`src/macc_pkg.sv`:
```
// shared constants, types and decode functions of the misaligned access checker
`default_nettype none
package macc_pkg;
  localparam int ADDR_W = 32;
  localparam int OFS_W = 8;
  localparam int CAUSE_W = 5;

  // register byte offsets
  localparam logic [7:0] OFS_CTRL = 8'h00;
  localparam logic [7:0] OFS_STATUS = 8'h04;
  localparam logic [7:0] OFS_MASK = 8'h08;
  localparam logic [7:0] OFS_CAUSE = 8'h0c;
  localparam logic [7:0] OFS_BADADDR = 8'h10;
  localparam logic [7:0] OFS_FAULTPC = 8'h14;
  localparam logic [7:0] OFS_CONFIG = 8'h18;

  // field positions
  localparam int CTRL_EN_BIT = 0;
  localparam int ST_DATA_BIT = 0;
  localparam int ST_DEST_BIT = 1;
  localparam int CFG_OPT_BIT = 0;
  localparam int CFG_MMU_BIT = 1;
  localparam int CFG_MPU_BIT = 2;
  localparam int CFG_ACT_BIT = 3;

  // reset values
  localparam logic CTRL_EN_RST = 1'b1;
  localparam logic [1:0] STATUS_RST = 2'h0;
  localparam logic [1:0] MASK_RST = 2'h0;
  localparam logic [31:0] ADDR_RST = 32'h0000_0000;

  // cause codes handed to the exception controller
  localparam logic [4:0] CAUSE_NONE = 5'h00;
  localparam logic [4:0] CAUSE_DATA = 5'h01;
  localparam logic [4:0] CAUSE_DEST = 5'h02;

  // bus encodings
  localparam logic [2:0] HSIZE_WORD = 3'h2;
  localparam logic HRESP_OKAY = 1'b0;

  typedef enum logic [3:0] {
    OP_NONE = 4'h0,
    OP_LOAD = 4'h1,
    OP_STORE = 4'h2,
    OP_BRANCH_ALWAYS = 4'h3,
    OP_CALL_REG = 4'h4,
    OP_JUMP_REG = 4'h5,
    OP_RETURN = 4'h6,
    OP_EXC_RETURN = 4'h7,
    OP_BRK_RETURN = 4'h8
  } macc_op_t;

  typedef enum logic [1:0] {
    SZ_BYTE = 2'h0,
    SZ_HALF = 2'h1,
    SZ_WORD = 2'h2
  } macc_size_t;

  typedef enum logic [1:0] {
    BUS_IDLE = 2'b01,
    BUS_RDWAIT = 2'b10
  } macc_bus_t;

  function automatic logic is_data_op(input macc_op_t op);
    return (op == OP_LOAD) || (op == OP_STORE);
  endfunction

  function automatic logic is_xfer_op(input macc_op_t op);
    return (op >= OP_BRANCH_ALWAYS) && (op <= OP_BRK_RETURN);
  endfunction
endpackage
`default_nettype wire

```
`src/macc_chk_if.sv`:
```
// request and verdict signals between the checker top and its alignment decoder
`default_nettype none
interface macc_chk_if;
  import macc_pkg::*;
  logic active;
  macc_op_t op;
  macc_size_t size;
  logic [1:0] addr_lsb;
  logic data_mis;
  logic dest_mis;
  modport req (output active, op, size, addr_lsb, input data_mis, dest_mis);
  modport chk (input active, op, size, addr_lsb, output data_mis, dest_mis);
endinterface
`default_nettype wire

```
`src/macc_align_dec.sv`:
```
// alignment decoder: flags misaligned data and control-transfer addresses
`default_nettype none
module macc_align_dec (
  macc_chk_if.chk cif // request in, verdict out
);
  import macc_pkg::*;

  always_comb begin
    cif.data_mis = 1'b0;
    cif.dest_mis = 1'b0;
    if (cif.active) begin
      if (is_data_op(cif.op)) begin
        case (cif.size)
          SZ_WORD: cif.data_mis = |cif.addr_lsb;
          SZ_HALF: cif.data_mis = cif.addr_lsb[0];
          SZ_BYTE: cif.data_mis = 1'b0;
          default: cif.data_mis = 1'b0;
        endcase
      end
      if (is_xfer_op(cif.op)) begin
        cif.dest_mis = |cif.addr_lsb;
      end
    end
  end
endmodule
`default_nettype wire

```
`src/macc_top.sv`:
```
// misaligned access checker: pipeline-side check, fault record and ahb-lite registers
//
// The AHB-Lite slave port and the placing of the registers are this design's own decisions.
`default_nettype none
module macc_top #(
  parameter bit MISALIGN_OPT = 1'b1, // misaligned check option built in
  parameter bit MMU_PRESENT = 1'b0, // memory management unit in the core
  parameter bit MPU_PRESENT = 1'b0 // memory protection unit in the core
) (
  input wire logic mclk_i, // core clock
  input wire logic rstn_i, // synchronous reset, active low
  input wire logic ce_i, // clock enable, freezes all state when low
  // pipeline request
  input wire logic req_valid_i, // request present this cycle
  input wire macc_pkg::macc_op_t req_op_i, // operation kind
  input wire macc_pkg::macc_size_t req_size_i, // data access width
  input wire logic [macc_pkg::ADDR_W-1:0] req_addr_i, // data address or transfer target
  input wire logic [macc_pkg::ADDR_W-1:0] req_pc_i, // address of the instruction
  // verdict to pipeline and exception controller
  output logic mem_go_o, // load or store may access memory
  output logic xfer_go_o, // transfer may redirect fetch
  output logic wb_kill_o, // suppress destination register update
  output logic exc_take_o, // misaligned exception raised
  output logic [macc_pkg::CAUSE_W-1:0] exc_cause_o, // recorded cause code
  output logic [macc_pkg::ADDR_W-1:0] exc_badaddr_o, // bad-address register
  output logic [macc_pkg::ADDR_W-1:0] exc_pc_o, // faulting instruction address
  output logic irq_o, // level interrupt, unmasked status pending
  // ahb-lite slave
  input wire logic hsel_i, // slave select
  input wire logic [macc_pkg::ADDR_W-1:0] haddr_i, // address
  input wire logic [1:0] htrans_i, // transfer type
  input wire logic hwrite_i, // write when high
  input wire logic [2:0] hsize_i, // transfer size
  input wire logic [31:0] hwdata_i, // write data
  input wire logic hready_i, // bus ready
  output logic hreadyout_o, // slave ready
  output logic [31:0] hrdata_o, // read data
  output logic hresp_o // response, always okay
);
  import macc_pkg::*;

  macc_chk_if cif ();

  logic ctrl_en;
  logic [1:0] status;
  logic [1:0] mask;
  logic check_active;
  logic data_op;
  logic xfer_op;
  logic data_fault;
  logic dest_fault;
  logic [1:0] st_set;
  logic [1:0] st_clr;
  logic [1:0] next_status;
  macc_bus_t bus_state;
  logic addr_phase;
  logic wr_pend;
  logic [OFS_W-1:0] wr_ofs;
  logic [OFS_W-1:0] rd_ofs;
  logic [31:0] rd_val;
  logic any_fault;
  logic rd_start;
  logic [1:0] next_mask;
  logic next_ctrl_en;

  // decodes the data phase of a whole-word write to one register
  function automatic logic reg_hit(input logic pend, input logic [OFS_W-1:0] at,
    input logic [OFS_W-1:0] ofs);
    return pend && (at == ofs);
  endfunction

  // a core with translation or protection always checks; the option bit is moot then
  assign check_active = MMU_PRESENT | MPU_PRESENT | (MISALIGN_OPT & ctrl_en);

  assign data_op = req_valid_i & is_data_op(req_op_i);
  assign xfer_op = req_valid_i & is_xfer_op(req_op_i);

  assign cif.active = check_active & req_valid_i;
  assign cif.op = req_op_i;
  assign cif.size = req_size_i;
  assign cif.addr_lsb = req_addr_i[1:0];

  macc_align_dec u_dec (
    .cif(cif.chk)
  );

  assign data_fault = data_op & cif.data_mis;
  assign dest_fault = xfer_op & cif.dest_mis;
  assign any_fault = data_fault | dest_fault;

  // verdict pulses, one cycle after the request
  always_ff @(posedge mclk_i) begin
    if (!rstn_i) begin
      mem_go_o <= 1'b0;
    end else if (ce_i) begin
      mem_go_o <= data_op & ~cif.data_mis;
    end
  end

  always_ff @(posedge mclk_i) begin
    if (!rstn_i) begin
      xfer_go_o <= 1'b0;
    end else if (ce_i) begin
      xfer_go_o <= xfer_op & ~cif.dest_mis;
    end
  end

  // a faulting load must not write its destination register
  always_ff @(posedge mclk_i) begin
    if (!rstn_i) begin
      wb_kill_o <= 1'b0;
    end else if (ce_i) begin
      wb_kill_o <= data_fault;
    end
  end

  always_ff @(posedge mclk_i) begin
    if (!rstn_i) begin
      exc_take_o <= 1'b0;
    end else if (ce_i) begin
      exc_take_o <= any_fault;
    end
  end

  // fault record: cause, bad address and the pc of the faulting instruction
  always_ff @(posedge mclk_i) begin
    if (!rstn_i) begin
      exc_cause_o <= CAUSE_NONE;
    end else if (ce_i) begin
      if (data_fault) begin
        exc_cause_o <= CAUSE_DATA;
      end else if (dest_fault) begin
        exc_cause_o <= CAUSE_DEST;
      end
    end
  end

  // one request per cycle, so data and target faults never compete for the register
  always_ff @(posedge mclk_i) begin
    if (!rstn_i) begin
      exc_badaddr_o <= ADDR_RST;
    end else if (ce_i && any_fault) begin
      exc_badaddr_o <= req_addr_i;
    end
  end

  // the handler finds the faulting instruction here without walking the pipeline
  always_ff @(posedge mclk_i) begin
    if (!rstn_i) begin
      exc_pc_o <= ADDR_RST;
    end else if (ce_i && any_fault) begin
      exc_pc_o <= req_pc_i;
    end
  end

  // ---- register bus ----
  assign addr_phase = hsel_i & hready_i & htrans_i[1];

  // a read opens only from idle; its own wait state holds off the next address phase
  assign rd_start = (bus_state == BUS_IDLE) & addr_phase & ~hwrite_i;

  always_ff @(posedge mclk_i) begin
    if (!rstn_i) begin
      bus_state <= BUS_IDLE;
    end else if (ce_i) begin
      case (bus_state)
        BUS_IDLE: begin
          if (rd_start) begin
            bus_state <= BUS_RDWAIT;
          end
        end
        BUS_RDWAIT: begin
          bus_state <= BUS_IDLE;
        end
        default: begin
          bus_state <= BUS_IDLE;
        end
      endcase
    end
  end

  // reads take one wait state so a write just before is already visible
  always_ff @(posedge mclk_i) begin
    if (!rstn_i) begin
      hreadyout_o <= 1'b1;
    end else if (ce_i) begin
      hreadyout_o <= ~rd_start;
    end
  end

  always_ff @(posedge mclk_i) begin
    if (!rstn_i) begin
      rd_ofs <= '0;
    end else if (ce_i && rd_start) begin
      rd_ofs <= haddr_i[OFS_W-1:0];
    end
  end

  always_ff @(posedge mclk_i) begin
    if (!rstn_i) begin
      hrdata_o <= 32'h0000_0000;
    end else if (ce_i && bus_state == BUS_RDWAIT) begin
      hrdata_o <= rd_val;
    end
  end

  always_ff @(posedge mclk_i) begin
    if (!rstn_i) begin
      hresp_o <= HRESP_OKAY;
    end else if (ce_i) begin
      hresp_o <= HRESP_OKAY;
    end
  end

  // writes land at the end of their data phase; sub-word writes are dropped
  always_ff @(posedge mclk_i) begin
    if (!rstn_i) begin
      wr_pend <= 1'b0;
    end else if (ce_i) begin
      wr_pend <= addr_phase & hwrite_i & (hsize_i == HSIZE_WORD);
    end
  end

  // offset is latched every cycle; only wr_pend decides whether it matters
  always_ff @(posedge mclk_i) begin
    if (!rstn_i) begin
      wr_ofs <= '0;
    end else if (ce_i) begin
      wr_ofs <= haddr_i[OFS_W-1:0];
    end
  end

  always_comb begin
    rd_val = 32'h0000_0000;
    case (rd_ofs)
      OFS_CTRL: rd_val[CTRL_EN_BIT] = ctrl_en;
      OFS_STATUS: rd_val[1:0] = status;
      OFS_MASK: rd_val[1:0] = mask;
      OFS_CAUSE: rd_val[CAUSE_W-1:0] = exc_cause_o;
      OFS_BADADDR: rd_val = exc_badaddr_o;
      OFS_FAULTPC: rd_val = exc_pc_o;
      OFS_CONFIG: begin
        rd_val[CFG_OPT_BIT] = MISALIGN_OPT;
        rd_val[CFG_MMU_BIT] = MMU_PRESENT;
        rd_val[CFG_MPU_BIT] = MPU_PRESENT;
        rd_val[CFG_ACT_BIT] = check_active;
      end
      default: rd_val = 32'h0000_0000;
    endcase
  end

  // a mask write already counts in the edge that stores it; an enable write only acts from the next cycle on
  assign next_ctrl_en = reg_hit(wr_pend, wr_ofs, OFS_CTRL) ? hwdata_i[CTRL_EN_BIT] : ctrl_en;
  assign next_mask = reg_hit(wr_pend, wr_ofs, OFS_MASK) ? hwdata_i[1:0] : mask;

  always_ff @(posedge mclk_i) begin
    if (!rstn_i) begin
      ctrl_en <= CTRL_EN_RST;
    end else if (ce_i) begin
      ctrl_en <= next_ctrl_en;
    end
  end

  always_ff @(posedge mclk_i) begin
    if (!rstn_i) begin
      mask <= MASK_RST;
    end else if (ce_i) begin
      mask <= next_mask;
    end
  end

  // sticky event bits, write one to clear; a new event beats the clear
  assign st_set = {dest_fault, data_fault};
  assign st_clr = reg_hit(wr_pend, wr_ofs, OFS_STATUS) ? hwdata_i[1:0] : 2'h0;
  assign next_status = (status & ~st_clr) | st_set;

  always_ff @(posedge mclk_i) begin
    if (!rstn_i) begin
      status <= STATUS_RST;
    end else if (ce_i) begin
      status <= next_status;
    end
  end

  always_ff @(posedge mclk_i) begin
    if (!rstn_i) begin
      irq_o <= 1'b0;
    end else if (ce_i) begin
      irq_o <= |(next_status & next_mask);
    end
  end
endmodule
`default_nettype wire

```
`config.mk`:
```
export PLATFORM = sky130hd
export DESIGN_NAME = macc_top
export DESIGN_NICKNAME = d
export VERILOG_FILES = /design/src/macc_pkg.sv /design/src/macc_chk_if.sv /design/src/macc_align_dec.sv /design/src/macc_top.sv
export SDC_FILE = /design/constraint.sdc
export NUM_CORES = 1
export LEC_CHECK = 0
export BUFFER_PORTS_ARGS = -buffer_cell sky130_fd_sc_hd__buf_4
export CAP_MARGIN = 20
export CORE_MARGIN = 2
export CORE_UTILIZATION = 42
export DETAILED_ROUTE_END_ITERATION = 12
export GPL_TIMING_DRIVEN = 1
export MAX_ROUTING_LAYER = met4
export PLACE_DENSITY = 0.78
export SETUP_SLACK_MARGIN = 0.3
export SYNTH_ARGS = -nofsm -noshare
export SYNTH_HDL_FRONTEND = slang
export SYNTH_SLANG_ARGS = --single-unit
```
`constraint.sdc`:
```
create_clock -name mclk_i -period 2 [get_ports mclk_i]
set_input_delay 0.4 -clock mclk_i [delete_from_list [all_inputs] [get_ports mclk_i]]
set_output_delay 0.4 -clock mclk_i [all_outputs]
set_load 0.02 [all_outputs]
```
# Word level (Yosys, flattened, before mapping)
# Cells that the tools add are included.
dict set report totals {
  elab_cells 89
  regBits 131
  out_inout_bits 108
}
dict set report classes {
  n_reduce_logical 16
  mux 16
  order_cmp 2
  n_eq_ne 16
  n_bitwise 22
}
# op n
set ops {}
lappend ops {{27-bit case mux with 2 select lines} 1}
lappend ops {{8-bit by 4-bit == test with 1-bit output (second input constant)} 3}
lappend ops {{8-bit by 5-bit == test with 1-bit output (second input constant)} 3}
lappend ops {{8-bit by 3-bit == test with 1-bit output (second input constant)} 2}
lappend ops {{8-bit logical NOT} 2}
lappend ops {{1-bit bitwise AND} 13}
lappend ops {{5-bit 2-to-1 mux} 2}
lappend ops {{2-bit 2-to-1 mux} 4}
lappend ops {{2-bit case mux with 4 select lines} 1}
lappend ops {{1-bit logical AND} 7}
lappend ops {{1-bit case mux with 7 select lines} 1}
lappend ops {{2-bit AND reduction} 3}
lappend ops {{1-bit case mux with 5 select lines} 1}
lappend ops {{2-bit bitwise AND} 2}
lappend ops {{2-bit by 1-bit == test with 1-bit output (second input constant)} 2}
lappend ops {{2-bit == test (second input constant)} 2}
lappend ops {{4-bit by 1-bit == test with 1-bit output (second input constant)} 1}
lappend ops {{4-bit by 2-bit == test with 1-bit output (second input constant)} 1}
lappend ops {{4-bit by 2-bit >= comparator with 1-bit output (second input constant)} 1}
lappend ops {{4-bit less-or-equal comparator (second input constant)} 1}
lappend ops {{1-bit 2-to-1 mux} 4}
lappend ops {{1-bit inverter} 4}
lappend ops {{2-bit OR reduction} 2}
lappend ops {{3-bit by 2-bit == test with 1-bit output (second input constant)} 1}
lappend ops {{other kinds (8)} 8}

# Logic depth before layout (Yosys ltp)
dict set report depth {
  word_depth 8
  depth_mapped 10
  ltp_nobuf 7
}

# Modules after synthesis
# A second synthesis with hierarchy kept.
dict set report unflattened {
  hier_cells 636
  area_unflattened_um2 5506.5
}
# mod cells_per_inst instances area_per_inst_um2
set modules_own_cells {}
lappend modules_own_cells {macc_top 623 1 5411.4}
lappend modules_own_cells {macc_align_dec 13 1 95.1}

# Least setup slack after synthesis
# No wires, ideal clock.
dict set report synth_timing {
  kind {in2reg}
  from {in req_size_i[1]}
  to {reg exc_badaddr_o[24] (netlist name)}
  path_buffers 3
  cell_stages 10
  t_arrival_ns 2.056
  t_required_ns 1.871
  path_slack_ns -0.184
  cell_sequence {inv_1 -> ha_1 -> a211o_1 -> a32o_1 -> o311a_1 -> buf_2 -> buf_2 -> buf_2 -> nand3_1 -> o21ai_0}
}
dict set report synth_via {
  elab_chain_cells 7
  word_cells_on_any_way 8
  cone_classes {2 x eq/ne; 3 x mux; 2 x bitwise; 1 x reduce/logical}
}
# element line
set synth_lines {}
lappend synth_lines {{start, declared} macc_top.sv:16} ;# input wire macc_pkg::macc_size_t req_size_i,
lappend synth_lines {{2-bit by 1-bit == test with 1-bit output / 2-bit == test (equally long branches)} macc_align_dec.sv:13} ;# case (cif.size)
lappend synth_lines {{1-bit case mux with 2 select lines (*)} macc_align_dec.sv:13}
lappend synth_lines {{1-bit 2-to-1 mux (*)} macc_align_dec.sv:12} ;# if (is_data_op(cif.op)) begin
lappend synth_lines {{1-bit 2-to-1 mux (*)} macc_align_dec.sv:11} ;# if (cif.active) begin
lappend synth_lines {{1-bit bitwise AND (*)} macc_top.sv:87} ;# assign data_fault = data_op & cif.data_mis;
lappend synth_lines {{1-bit OR (*)} macc_top.sv:89} ;# assign any_fault = data_fault | dest_fault;
lappend synth_lines {{1-bit logical AND (*)} macc_top.sv:142} ;# end else if (ce_i && any_fault) begin
lappend synth_lines {{end signal, assigned} macc_top.sv:143} ;# exc_badaddr_o <= req_addr_i;
lappend synth_lines {{end, declared} macc_top.sv:25} ;# output logic [macc_pkg::ADDR_W-1:0] exc_badaddr_o,
# Mark *: on every way between the ends. The rest lies on a longest branch, timed or not.
# A chain may end at the register's enable or synchronous reset.

# Worst setup path after layout
dict set report layout_timing {
  from {reg wr_ofs[1]}
  to {reg irq_o}
}
dict set report layout_via {
  elab_chain_cells 8
  word_cells_on_any_way 11
  cone_classes {2 x eq/ne; 2 x mux; 4 x bitwise; 3 x reduce/logical}
}
# element line
set layout_lines {}
lappend layout_lines {{start, declared} macc_top.sv:58} ;# logic [OFS_W-1:0] wr_ofs;
lappend layout_lines {{start signal, assigned} macc_top.sv:229} ;# wr_ofs <= haddr_i[OFS_W-1:0];
lappend layout_lines {{8-bit by 3-bit == test with 1-bit output} macc_top.sv:69} ;# return pend && (at == ofs);
lappend layout_lines {{1-bit logical AND} macc_top.sv:69}
lappend layout_lines {{2-bit 2-to-1 mux} macc_top.sv:274} ;# assign st_clr = reg_hit(wr_pend, wr_ofs, OFS_STATUS) ? hwdata_i[1:0] : 2'h0;
lappend layout_lines {{2-bit inverter} macc_top.sv:275} ;# assign next_status = (status & ~st_clr) | st_set;
lappend layout_lines {{2-bit bitwise AND} macc_top.sv:275}
lappend layout_lines {{2-bit OR} macc_top.sv:275}
lappend layout_lines {{2-bit bitwise AND (*)} macc_top.sv:289} ;# irq_o <= |(next_status & next_mask);
lappend layout_lines {{2-bit OR reduction (*)} macc_top.sv:289}
lappend layout_lines {{end signal, assigned} macc_top.sv:289}
lappend layout_lines {{end, declared} macc_top.sv:27} ;# output logic irq_o,
# Marks and branches as above.

==> metrics <==
largest net degree at the start of global routing=77; Starting Density=0.425; total core area=12500 um^2; clock root buffer=clkbuf_16; maximum vdd drop=0.000524 V; XOR/XNOR Fraction of Synth Area=0.00165; hold buffers post-CTS=0; Yosys reg bits=128; DR iter-0 viols=392; max cap viols=0; failing checks=setup timing; Hold WS=0.218 ns; final net count=961; DP Wirelength=10.7 mm; r2r worst-path depth=5; synthesized area per cell=8.70 um^2; WS Path Type=flop to flop; die height=116 um; sequential area share after synthesis=0.484; endpoints failing setup=3; unrepaired setup endpoints after global routing=yes; drt drc=0; final instance area=8400 um^2; period utilization=1.03; Hold Fails Final Rpt=0; Tightest Pin Transition=0.764 ns; Total Wirelength=17.9 mm; Distinct cells, synth=45; Post-synth EDFFs=0; sw frac=0.227; routed len/inst=18.0 um; Pint=4.93 mW; critical path required time=2.29 ns; CP endpoint kind=flop; worst min path class=input pin to flop; CTS sink cnt=128; Pleak=3.47 nW; placed instance area=7020 um^2; first-pass GRT wire length=24.3 mm; Post-Synth Adder-Cell Area=0.00473; via count=5367; CTS H-tree lvls=4; initial antenna violation count=0; Seq pwr share=0.417; Largest stage delay, worst path=0.54 ns; result of the run=finished, violations left; compound-cell area share of the yosys netlist=0.150; post-synthesis mux area share=0.112; achievable frequency=0.486 GHz; launching point of the worst reg2reg path=wr_ofs[1]; critical-path maximum fanout=2; Most used DFF post-synth=dfxtp_1; r2r setup slk=-0.06 ns; Pwr Density=759 nW/um^2; asr flop ratio synth=0; Hold Startpoint=req_pc_i[15]; Worst Hold End=exc_pc_o[15]; Clock Power Share=0.472; startpoint type of the worst setup path=flop; setup TNS=-0.0779 ns; number of global-route vias before repair=4989; Max Root-Sink Buffers=2; I/O pin count=254; hold depth=3; die width=116 um; CP max-delay cell=or4_4; Synth Instances=608; CTS tree=done; Via density=5.39; antenna-violating nets left=0; GR Overflow Total=0; CTS Buf Count=17; Mapped Area=5290 um^2; Antenna diodes=0; count of buffers from port buffering=194; Layout area overhead=58.7%; fin. max-slew vios=0; post-route minimum period=2.06 ns; Area contributors post-synth=dfxtp_1 48%, mux2i_1 9.8%, nand3_1 6.8%, o21ai_0 6.5%, nand2_1 5.3%; CP cell instances=or4_4 > or4b_4 > mux2_4 > o21ai_2 > o32ai_1; Logic pwr share=0.110; Die ar.=13500 um^2; Clock Skews=0.00399 ns; Reg2Reg Capture Point=irq_o; synth warn=0; share of the synthesized area in the top cell type=0.484; fraction of the mapped netlist area in simple logic gates=0.199; largest family of logic cells by synthesized area=simple AND/OR/NAND/NOR gates; Reg clk slew, reported paths=0.05 ns; layout cells sized above 1=0.421; worst setup margin=-0.0564 ns; drt pass-1 iters=6; row cnt=41; Max-slew headroom=0.490; GRT Util Overall=0.236; GP Congestion=0.912; Worst EP arrival=2.34 ns; NetSw=1.45 mW; clock latency on the worst-skew pair=0.41 ns; Yosys top cell by area=dfxtp_1
## through the flow
step	setup WS, ns	total power, mW	cells	utilization
floorplan	-0.00257	2.98	611	-
global placement	-0.116	3.24	945	0.563
detailed placement	-0.170	3.26	945	0.563
CTS	-0.0212	6.29	979	0.621
global route	-0.0942	6.57	996	0.674
finish	-0.0564	6.37	996	0.674
## timing repair
item                                    in CTS  in global routing
buffers inserted                             2                  4
gates resized for setup                     17                112
pin swaps                                    8                 42
endpoints found under the setup margin      62                100
cloned                                       2                 13
## critical path: cells and delay by family, from the launching register on
family	cells	cell delay [ns]
multiplexers	1	0.33
AND/OR/NAND/NOR	2	1.08
flip-flops	1	0.31
AO/OA/AOI/OAI	2	0.22
## cell type report
type | instances | area, um^2
clock buffer | 24 | 502
clock inverter | 6 | 80.1
fill | 973 | 4070
inverter | 7 | 36.3
multi-input combinational | 425 | 2930
sequential | 128 | 2560
tap | 172 | 215
timing repair buffer | 234 | 2070
## synthesized netlist by cell type, drive strengths merged, types with 2 or more instances
cell       n
nand3     72
and3       2
nand2b     4
mux2i     52
dfxtp    128
nand4      4
a2bb2oi   29
mux2       4
clkbuf    25
nand3b     4
o21ai     75
ha         2
and2       3
nor2      57
o21a       4
nor3       3
nand2     75
buf       27
or4        2
a21oi     11
nor2b      2
inv        7
## power by group through the flow
stage / sequential (mW) / clock (mW) / combinational (mW)
finish: 2.66 / 3.01 / 0.703
global route: 2.66 / 3.16 / 0.746
CTS: 2.66 / 3.05 / 0.585
detailed placement: 2.71 / 0 / 0.549
global placement: 2.70 / 0 / 0.535
floorplan: 2.74 / 0 / 0.233
## state kept, by name (all words and copies together), names as in the netlist, 2 cells and up
signal / cells
bus_state: 2
exc_badaddr_o: 32
mask: 2
exc_pc_o: 32
wr_ofs: 8
status: 2
rd_ofs: 8
exc_cause_o: 2
hrdata_o: 32
## cells by family (layout without fill, tap and decap cells)
group                      count (synthesis)  in the layout
other                                      1              4
xor gates and xnor gates                   1              1
DFF                                      128            128
adders and majority gates                  2              2
buffers and inverters                     59            271
and+or+nand+nor                          232            232
muxes                                     57             57
AOI/OAI and AO/OA                        128            129
## cells in the final DEF (no fill, tap or decap), types with 4 or more instances in the layout
cell       count
inv_1          4
clkbuf_16     25
mux2i_1       52
dfxtp_1      126
clkinv_2       4
nand3_2       32
nand3_4        7
o21ai_1       41
nand2_1       75
nand3_1       33
conb_1         4
nand3b_1       4
o21ai_2       21
buf_6          7
buf_4        208
clkbuf_8       5
a2bb2oi_1     28
nor2_1        55
o21ai_0       13
nand4_1        4
buf_12         6
a21oi_1       11
o21a_1         4
nand2b_1       4
## how the worst max path moves through the flow
stage	from	end	slack, ns	depth (start not counted)
floorplan	req_size_i[0]	exc_badaddr_o[24]	-0.003	10
global placement	req_size_i[0]	exc_pc_o[16]	-0.12	9
detailed placement	req_size_i[0]	exc_badaddr_o[13]	-0.17	9
CTS	wr_ofs[1]	irq_o	-0.02	5
global route	wr_ofs[1]	mask[1]	-0.09	8
finish	wr_ofs[1]	irq_o	-0.06	5
## layer usage
metal | wire length [um] | up-vias | global-route usage
li1 | - | 2539 | -
met1 | 7290 | 2598 | 0.277
met2 | 9360 | 188 | 0.396
met3 | 771 | 42 | 0.0509
met4 | 524 | 0 | 0.0937
met5 | 0 | - | -
Power figures use the tool's default switching activity.
